===== src/common/pmcs_regs.vh =====
// constants for the power-mode clock selector
`ifndef PMCS_REGS_VH
`define PMCS_REGS_VH
`define PMCS_HALT_BIT     7
`define PMCS_SRC_HI       1
`define PMCS_SRC_LO       0
`define PMCS_CTRL_RST     8'h00
`define PMCS_SRC_PRI      2'h0
`define PMCS_SRC_SEC      2'h1
`define PMCS_CFG_W        4
`define PMCS_SETTLE_CYC   4'h4
`define PMCS_ST_PRIMARY_RUN_STATE   3'h0
`define PMCS_ST_SECONDARY_RUN_STATE   3'h1
`define PMCS_ST_INT_RUN   3'h2
`define PMCS_ST_PRIMARY_IDLE_STATE  3'h3
`define PMCS_ST_SECONDARY_IDLE_STATE  3'h4
`define PMCS_ST_INT_IDLE  3'h5
`define PMCS_ST_SLEEP     3'h6
`endif


===== src/logic/pmcs_mode_ctrl.v =====
// power-mode and clock-source selector top
`timescale 1ns/10ps
module pmcs_mode_ctrl (
	// clock and reset
	input  wire       clk_i,
	input  wire       rst_i,
	// processor core side
	input  wire       ctrl_wr_i,
	input  wire [7:0] ctrl_wdata_i,
	input  wire       sleep_exec_i,
	input  wire       wake_i,
	input  wire [3:0] primary_osc_config_i,
	// source running indications
	input  wire       pri_running_i,
	input  wire       sec_running_i,
	input  wire       int_running_i,
	// controls and status
	output reg  [7:0] oscillator_control_reg_o,
	output reg  [1:0] active_src_o,
	output reg        cpu_clk_en_o,
	output reg        periph_clk_en_o,
	output reg  [2:0] mode_o,
	output reg  [3:0] primary_osc_type_o
);
`include "pmcs_regs.vh"
	wire       pri_ok;
	wire       sec_ok;
	wire       int_ok;
	reg  [2:0] mode_nxt;
	reg  [1:0] act_nxt;
	reg        tgt_ok;
	wire [1:0] req_src;
	wire       halt_bit;
	wire       wr_ok;
	// state bookkeeping
	reg  [2:0] run_st;
	reg  [2:0] idle_st;
	reg        in_run;
	reg        in_idle;
	reg        in_sleep;
	reg        cpu_en_nxt;
	reg        periph_en_nxt;

	pmcs_ready_filter u_pri (
		.clk_i     (clk_i),
		.rst_i     (rst_i),
		.running_i (pri_running_i),
		.stable_o  (pri_ok)
	);
	pmcs_ready_filter u_sec (
		.clk_i     (clk_i),
		.rst_i     (rst_i),
		.running_i (sec_running_i),
		.stable_o  (sec_ok)
	);
	pmcs_ready_filter u_int (
		.clk_i     (clk_i),
		.rst_i     (rst_i),
		.running_i (int_running_i),
		.stable_o  (int_ok)
	);
	assign req_src  = oscillator_control_reg_o[`PMCS_SRC_HI:`PMCS_SRC_LO];
	assign halt_bit = oscillator_control_reg_o[`PMCS_HALT_BIT];
	// readiness of requested source; upper bit set means internal block
	always @* begin
		if (req_src[1])
			tgt_ok = int_ok;
		else if (req_src[0])
			tgt_ok = sec_ok;
		else
			tgt_ok = pri_ok;
	end
	// switch only on a whole-cycle boundary and only when target is stable
	always @* begin
		act_nxt = active_src_o;
		if (req_src != active_src_o && tgt_ok)
			act_nxt = req_src;
	end

	// write strobes are refused while the cpu clock is stopped
	assign wr_ok = ctrl_wr_i & cpu_clk_en_o;

	// run and idle codes that belong to the source active next cycle
	always @* begin
		case (act_nxt)
		`PMCS_SRC_PRI: begin
			run_st  = `PMCS_ST_PRIMARY_RUN_STATE;
			idle_st = `PMCS_ST_PRIMARY_IDLE_STATE;
		end
		`PMCS_SRC_SEC: begin
			run_st  = `PMCS_ST_SECONDARY_RUN_STATE;
			idle_st = `PMCS_ST_SECONDARY_IDLE_STATE;
		end
		default: begin
			// upper select bit set: internal block, lower bit ignored
			run_st  = `PMCS_ST_INT_RUN;
			idle_st = `PMCS_ST_INT_IDLE;
		end
		endcase
	end

	// family of the present state
	always @* begin
		in_run   = 1'b0;
		in_idle  = 1'b0;
		in_sleep = 1'b0;
		case (mode_o)
		`PMCS_ST_PRIMARY_RUN_STATE, `PMCS_ST_SECONDARY_RUN_STATE,
		`PMCS_ST_INT_RUN: begin
			in_run = 1'b1;
		end
		`PMCS_ST_PRIMARY_IDLE_STATE, `PMCS_ST_SECONDARY_IDLE_STATE,
		`PMCS_ST_INT_IDLE: begin
			in_idle = 1'b1;
		end
		`PMCS_ST_SLEEP: begin
			in_sleep = 1'b1;
		end
		default: begin
			in_run = 1'b0;
		end
		endcase
	end

	// mode sequencing; sleep requests are only taken in a run state
	always @* begin
		mode_nxt = mode_o;
		if (in_run) begin
			if (sleep_exec_i) begin
				// halt bit as stored at the sleep edge decides the mode
				if (halt_bit)
					mode_nxt = idle_st;
				else
					mode_nxt = `PMCS_ST_SLEEP;
			end else begin
				mode_nxt = run_st;
			end
		end else if (in_idle) begin
			// a pending source switch still moves the idle state along
			if (wake_i)
				mode_nxt = run_st;
			else
				mode_nxt = idle_st;
		end else if (in_sleep) begin
			if (wake_i)
				mode_nxt = run_st;
		end else begin
			// unused code: recover into the reset state
			mode_nxt = `PMCS_ST_PRIMARY_RUN_STATE;
		end
	end

	// clock enables that go with the next state
	always @* begin
		case (mode_nxt)
		`PMCS_ST_SLEEP: begin
			cpu_en_nxt    = 1'b0;
			periph_en_nxt = 1'b0;
		end
		`PMCS_ST_PRIMARY_IDLE_STATE, `PMCS_ST_SECONDARY_IDLE_STATE,
		`PMCS_ST_INT_IDLE: begin
			cpu_en_nxt    = 1'b0;
			periph_en_nxt = 1'b1;
		end
		default: begin
			cpu_en_nxt    = 1'b1;
			periph_en_nxt = 1'b1;
		end
		endcase
	end

	// stored control register
	always @(posedge clk_i or posedge rst_i) begin
		if (rst_i) begin
			oscillator_control_reg_o <= `PMCS_CTRL_RST;
		end else if (wr_ok) begin
			oscillator_control_reg_o <= ctrl_wdata_i;
		end
	end

	// source and mode registers move together so they never disagree
	always @(posedge clk_i or posedge rst_i) begin
		if (rst_i) begin
			active_src_o <= `PMCS_SRC_PRI;
			mode_o       <= `PMCS_ST_PRIMARY_RUN_STATE;
		end else begin
			active_src_o <= act_nxt;
			mode_o       <= mode_nxt;
		end
	end

	// clock enables, registered so the gates see clean levels
	always @(posedge clk_i or posedge rst_i) begin
		if (rst_i) begin
			cpu_clk_en_o    <= 1'b1;
			periph_clk_en_o <= 1'b1;
		end else begin
			cpu_clk_en_o    <= cpu_en_nxt;
			periph_clk_en_o <= periph_en_nxt;
		end
	end

	// primary oscillator type, copied from the configuration field
	always @(posedge clk_i or posedge rst_i) begin
		if (rst_i) begin
			primary_osc_type_o <= 4'h0;
		end else begin
			primary_osc_type_o <= primary_osc_config_i;
		end
	end

endmodule // pmcs_mode_ctrl


===== src/logic/pmcs_ready_filter.v =====
// stability filter for one clock source running indication
`timescale 1ns/10ps
module pmcs_ready_filter (
	// clock and reset
	input  wire       clk_i,
	input  wire       rst_i,
	// source status
	input  wire       running_i,
	output reg        stable_o
);
`include "pmcs_regs.vh"
	reg  [3:0] cnt_r;
	always @(posedge clk_i or posedge rst_i) begin
		if (rst_i) begin
			cnt_r    <= 4'h0;
			stable_o <= 1'b0;
		end else if (!running_i) begin
			cnt_r    <= 4'h0;
			stable_o <= 1'b0;
		end else if (cnt_r != `PMCS_SETTLE_CYC) begin
			cnt_r    <= cnt_r + 4'h1;
		end else begin
			stable_o <= 1'b1;
		end
	end
endmodule // pmcs_ready_filter


===== config.mk =====
export PLATFORM = sky130hd
export DESIGN_NAME = pmcs_mode_ctrl
export DESIGN_NICKNAME = d
export VERILOG_FILES = /design/src/logic/pmcs_mode_ctrl.v /design/src/logic/pmcs_ready_filter.v
export VERILOG_INCLUDE_DIRS = /design/src /design/src/common
export SDC_FILE = /design/constraint.sdc
export NUM_CORES = 1
export LEC_CHECK = 0
export ABC_AREA = 1
export BUFFER_PORTS_ARGS = -buffer_cell sky130_fd_sc_hd__clkbuf_2
export CORE_MARGIN = 1
export CORE_UTILIZATION = 58
export CTS_BUF_LIST = sky130_fd_sc_hd__clkbuf_2
export CTS_CLUSTER_DIAMETER = 60
export CTS_CLUSTER_SIZE = 25
export DETAILED_ROUTE_END_ITERATION = 10
export GPL_TIMING_DRIVEN = 0
export PLACE_DENSITY_LB_ADDON = 0.15
export SLEW_MARGIN = 20
export SYNTH_ARGS = -nofsm -noshare
export SYNTH_HDL_FRONTEND = slang
export SYNTH_SLANG_ARGS = --single-unit

===== constraint.sdc =====
create_clock -name clk_i -period 2.35 [get_ports clk_i]
set_input_delay 0.47 -clock clk_i [delete_from_list [all_inputs] [get_ports clk_i]]
set_output_delay 0.47 -clock clk_i [all_outputs]
set_load 0.005 [all_outputs]

### Word-level counts from Yosys, hierarchy flattened

Index checks and enable logic that the tools add are counted.

* reduce and logical (&&, ||, !) cells: 6
* equality and inequality tests: 21
* add/subtract/negate cells: 3
* bitwise gates (word level): 1
* multiplexer cells: 29

Operators by type and width (count)
* 4-bit two-way mux: 6
* 3-bit two-way mux: 7
* 3-bit equality test, second input constant: 6
* 1-bit two-way mux: 13
* 4-bit by 1-bit adder with 4-bit output, second input constant: 3
* 4-bit by 3-bit inequality test with 1-bit output, second input constant: 3
* 3-bit by 2-bit equality test with 1-bit output, second input constant: 3
* 2-bit by 1-bit inequality test with 1-bit output, second input constant: 3
* 2-bit inequality test, second input constant: 3
* 3-bit one-hot mux with 2 select lines: 1
* 3-bit OR reduction: 2
* 2-bit one-hot mux with 2 select lines: 1
* 4-bit OR reduction: 1
* 3-bit by 1-bit equality test with 1-bit output, second input constant: 1
* 3-bit zero test: 1
* 2-bit by 1-bit equality test with 1-bit output, second input constant: 1
* 2-bit zero test: 1
* 2-bit two-way mux: 1
* 2-bit inequality test: 1
* 1-bit bitwise AND: 1
* 1-bit logical AND: 1

* input bits: 20
* word-level logic and storage cells: 72
* flip-flop bits (word level): 34
* output and inout bits: 19

### Depth between registers and ports, before layout

* depth in word-level cells: 13
* gate-level depth with buffers: 11
* depth with buffers taken out: 11

### Cells and area by module

A second synthesis with hierarchy kept.

* cells, all modules: 174
* area total of the unflattened synthesis: 1696.6 µm²

By module, submodules not included
* pmcs_mode_ctrl: instances 1, area an instance 908.4 µm², sequential area each 478.0 µm², cells each 87
* pmcs_ready_filter: instances 3, area an instance 262.8 µm², sequential area each 125.1 µm², cells each 29

### Worst setup path after synthesis

Ideal clock, no wire load.

* kind: input to register
* start: input ctrl_wr_i
* end: register oscillator_control_reg_o[2]
* path buffers: 1
* stages: 3
* data required time: 2225 ps
* setup slack: 1038 ps
* setup time: 125 ps
* arrival: 1188 ps
* cell sequence: nand2_1 > clkbuf_1 > mux2_2

* cells in the longest elaborated chain, start to end: 1

RTL lines
* start: declaration: RTL line pmcs_mode_ctrl.v:8 `input wire ctrl_wr_i,`
* 1-bit bitwise AND: RTL line pmcs_mode_ctrl.v:81 `assign wr_ok = ctrl_wr_i & cpu_clk_en_o;`
* end signal: assignment: RTL line pmcs_mode_ctrl.v:175 `` oscillator_control_reg_o <= `PMCS_CTRL_RST; ``
* end signal: assignment: RTL line pmcs_mode_ctrl.v:177 `oscillator_control_reg_o <= ctrl_wdata_i;`
* end: declaration: RTL line pmcs_mode_ctrl.v:18 `output reg [7:0] oscillator_control_reg_o,`

No other way between the ends.
A chain may end at the register's enable or synchronous reset.

### Worst setup path in the final report

* start: register cpu_clk_en_o
* end: output cpu_clk_en_o

RTL lines
* start: declaration: RTL line pmcs_mode_ctrl.v:20 `output reg cpu_clk_en_o,`
* start signal: assignment: RTL line pmcs_mode_ctrl.v:198 `cpu_clk_en_o <= cpu_en_nxt;`

No word-level cell between the ends.

==> results.env <==
R2R_SETUP_SLACK_NS=0.89
MOSTFREQUENTLAYOUTCELLS='sky130_fd_sc_hd__clkbuf_2, sky130_fd_sc_hd__nand2_1, sky130_fd_sc_hd__dfrtp_1'
TIMING.CRITICAL_PATH.FROM_TYPE='register'
DETAILROUTE.VIA_COUNT=1219
SYNTH_COMPOUND_AREA_SHARE_PCT=7.43
TIMING.SLEW.HEADROOM_PCT=53.6
WORST_EP_ARRIVAL_TIME_NS=1.02
INITIAL_UTILIZATION_PCT=62.0
TIMING.CRITICAL_PATH.DEPTH=1
SYNTHESIZED_AREA_FRACTION_OCCUPIED_BY_AND_OR_NAND_NOR_CELLS_PCT=19.9
FIN_WORST_SKEW_NS=0.0232
YOSYSSEQAREASHARE_PCT=55.1
CTS_BUFFERS=5
WORST_IR_DROP_VDD_uV=900
DIODES=0
P_LEAK_uW=0.000976
FILLER_CELL_COUNT=192
BOUNDARYPINS=39
FIN_CRIT_NS=1.49
SYN2LAYOUT_AREA_GROWTH_PCT=17.3
CTS_SINKS=34
DRT_PRE_ANTENNA_ITERS=4
CRITICAL_PATH.REG2REG.STARTPOINT='oscillator_control_reg_o[0]'
FMAX_MHz=669
UNREPAIRED_SETUP_ENDPOINTS_AFTER_GLOBAL_ROUTING='no'
FINALWIRELENGTH_MM=2.87
TIMING.SETUP.TNS_NS=0
POWER_DENSITY_nW_PER_UM2=1180
POST_SYNTH_XOR_XNOR_AREA_PCT=2.83
CORE_AREA_UM2=2500
GRT_MAX_DEGREE=35
TIMING.FINAL.MAX_SLEW_VIOLATIONS=0
SYNTHESIS.AREA_UM2=1550
CTS_ROOT_BUFFER='sky130_fd_sc_hd__clkbuf_2'
CTS.PATH.MAX_BUFFERS=2
SYNTH_TOP_FAMILY_BY_AREA='simple AND/OR/NAND/NOR gates'
MAPPEDNETLISTNETS=190
GROUTE.USAGE.OVERALL_PCT=23.5
DRIVE_GT1_SHARE_PCT=30.5
MULTIPLEXER_SHARE_OF_THE_SYNTHESIZED_AREA_PCT=3.63
NUM_ROWS=18
REMAINING_DRCS=0
CLOCK_SLEW_AT_THE_REGISTER_CLOCK_PINS_OF_THE_WORST_SETUP_AND_HOLD_PATHS_NS=0.17
ROUTE.DETAILED.WL_PER_INST_UM=11.9
TIMING.CRITICAL_PATH.SLOWEST_CELL_DELAY_NS=0.56
FINALWEIGHTEDCONGESTION=0.802
GRT_ANTENNA_BEFORE_REPAIR=0
WORSTPATHREQUIRED_NS=1.88
DETAILED_PLACE_HPWL_MM=2.22
DESIGN_AREA_UM2=1820
AREA_OF_THE_DIE_UM2=2880
DIE-HEIGHT_UM=53.7
PLACED_AREA_UM2=1780
FINALCRITPERIODSHARE_PCT=63.6
R2R.WORST_PATH.CELLS=10
CTS-HTREE-LEVELS=2
CTS.REPAIR_TIMING.SETUP_BUFFER_COUNT=0
YOSYSWARNINGCOUNT=0
DETAIL_ROUTE.VIAS_PER_CELL=5.08
HOLD_CRIT_CLASS='primary input to async pin'
DESTINATION_OF_THE_WORST_REGISTER_TO_REGISTER_TIMING_PATH='cpu_clk_en_o'
CRITICAL_PATH.ENDPOINT_TYPE='primary output'
INSERTION_DELAY_NS=0.38
SYNTH.DISTINCT_CELLS=25
CTSHOLDBUFFERS=0
OUTCOME='complete, no violations'
NETLIST_INSTANCES=164
YS_FF_LATCH=34
WORSTSETUPENDPOINT='cpu_clk_en_o'
SETUP_VIOL=0
WORSTSETUPSTARTPOINT='cpu_clk_en_o'
GRT_PASS1_WL_MM=4.53
TRITONCTS_CLOCK_TREE='yes'
WORSTMARGINPINSLEW_NS=0.696
DRV.MAX_CAP_VIOLATION_COUNT=0
CRIT_PATH_CELL_TRACE='clkbuf_2'
SYN_AREA_PER_CELL_UM2=9.45
TIMING_HOLD_VIOLATIONS_FINAL=0
CTS_RESIZED=0
FIN_NETS=235
FIRST_ITER_VIOLATIONS=23
LAYOUT_COMMONEST_CELL='sky130_fd_sc_hd__clkbuf_2'
SLOWEST_STAGE='sky130_fd_sc_hd__dfstp_2'
CRITICAL_PATH.TOP_DELAY_FAMILY='flip-flops'
CRIT_BUF_INV=1
BUFFER_PORTS.INSERTED=38
CRIT_FANOUT=2
VIAS_IN_THE_FIRST_GLOBAL_ROUTE=1111
TIMING_WORST_SETUP_PATH_TYPE='register to primary output'
SYNTH-ADDER-AREA-SHARE_PCT=4.85
REMAINING_ANTENNA_VIOLATION_COUNT=0
TOTAL_GRT_OVERFLOW=0
DIE_WIDTH_UM=53.7
==> registers in the layout (all words and copies together), names as in the netlist <==
name / cells
active_src_o: 2
cpu_clk_en_o: 1
mode_o: 3
oscillator_control_reg_o: 8
periph_clk_en_o: 1
primary_osc_type_o: 4
u_int.cnt_r: 4
u_int.stable_o: 1
u_pri.cnt_r: 4
u_pri.stable_o: 1
u_sec.cnt_r: 4
u_sec.stable_o: 1
==> through the flow <==
| step | util, % | std cells | hold WS [ns] | power [uW] | worst slack [ns] |
|---|---|---|---|---|---|
| 6_report | 72.7 | 240 | 0.161 | 2140 | 0.856 |
| 5_1_grt | 72.7 | 240 | 0.156 | 2340 | 0.766 |
| 4_1_cts | 72.7 | 240 | 0.157 | 2170 | 0.826 |
| 3_5_place_dp | 71.1 | 232 | 0.474 | 1890 | 0.825 |
| 3_3_place_gp | 71.1 | 232 | 0.469 | 1820 | 0.772 |
| 2_1_floorplan | - | 164 | 0.444 | 1590 | 1.04 |
==> layer usage <==
metal  global-route usage (%)  routed length (um)  up-vias
li1                         -                   -      614
met3                     9.32                  96        8
met1                     25.3                1250      570
met2                     39.7                1460       27
met5                        0                   0        -
met4                     11.8                  63        0
==> cells by family (layout without fill, tap and decap cells) <==
group	Yosys count	in the layout
AOI/OAI and AO/OA	21	21
xor gates and xnor gates	5	5
adders and majority gates	6	6
buffers and inverters	26	72
DFF	34	34
muxes	5	5
and+or+nand+nor	67	67
==> cell usage after synthesis <==
master                      n  area share, %
sky130_fd_sc_hd__nand2_1   32            7.8
sky130_fd_sc_hd__o21ai_0    7            2.3
sky130_fd_sc_hd__o21bai_1   1           0.48
sky130_fd_sc_hd__or2_0      1           0.40
sky130_fd_sc_hd__inv_1     24            5.8
sky130_fd_sc_hd__clkbuf_1   1           0.24
sky130_fd_sc_hd__a21oi_1   10            3.2
sky130_fd_sc_hd__o21ai_2    1           0.57
sky130_fd_sc_hd__inv_2      1           0.24
sky130_fd_sc_hd__mux2_2     5            3.6
sky130_fd_sc_hd__nand3_1   12            3.9
sky130_fd_sc_hd__dfstp_2    2            3.4
sky130_fd_sc_hd__nand3_2    2            1.3
sky130_fd_sc_hd__or2_2      1           0.40
sky130_fd_sc_hd__a21oi_2    1           0.57
sky130_fd_sc_hd__xnor2_1    2            1.1
sky130_fd_sc_hd__nor2_2     1           0.40
sky130_fd_sc_hd__o21ai_1    1           0.32
sky130_fd_sc_hd__nand3b_1   3            1.5
sky130_fd_sc_hd__nor2_1    11            2.7
sky130_fd_sc_hd__ha_1       6            4.8
sky130_fd_sc_hd__nand4_1    1           0.40
sky130_fd_sc_hd__dfrtp_1   32             52
sky130_fd_sc_hd__nand2_2    3            1.2
sky130_fd_sc_hd__xor2_1     3            1.7
==> how the worst min path moves through the flow <==
| stage | cells after the start | endpoint | slack [ns] | from |
|---|---|---|---|---|
| 2_1_floorplan | 2 | u_sec.stable_o | 0.44 | u_sec.stable_o |
| 3_3_place_gp | 2 | u_sec.stable_o | 0.47 | u_sec.stable_o |
| 3_5_place_dp | 2 | u_sec.stable_o | 0.47 | u_sec.stable_o |
| 4_1_cts | 2 | u_int.cnt_r[2] | 0.16 | rst_i |
| 5_1_grt | 2 | u_int.cnt_r[2] | 0.16 | rst_i |
| 6_report | 2 | u_int.cnt_r[2] | 0.16 | rst_i |
==> power by group <==
| part | internal, uW | leakage (uW) | switching (uW) |
|---|---|---|---|
| clock | 87.8 | 0.0000332 | 182 |
| combinational | 387 | 0.000525 | 519 |
| sequential | 808 | 0.000418 | 159 |
==> area by class of cell <==
type,instances,area [um^2],share of cell area [%]
tap,30,37.5,2.07
timing repair buffer,38,190,10.5
sequential,34,853,47.0
clock buffer,8,40.0,2.20
buffer,1,3.75,0.207
multi-input combinational,104,598,32.9
inverter,25,93.8,5.17
==> worst reg2reg max path, stage by stage (launching register included) <==
cell and delay [ns]:
sky130_fd_sc_hd__dfrtp_1 0.44, sky130_fd_sc_hd__inv_1 0.10, sky130_fd_sc_hd__nand2_2 0.06, sky130_fd_sc_hd__nand2_1 0.05
sky130_fd_sc_hd__nand2_1 0.06, sky130_fd_sc_hd__nand2_2 0.09, sky130_fd_sc_hd__inv_2 0.05, sky130_fd_sc_hd__or2_0 0.20
sky130_fd_sc_hd__nand3_1 0.10, sky130_fd_sc_hd__nand3_2 0.11, sky130_fd_sc_hd__a21oi_2 0.14
(Power assumes the default switching activity.)
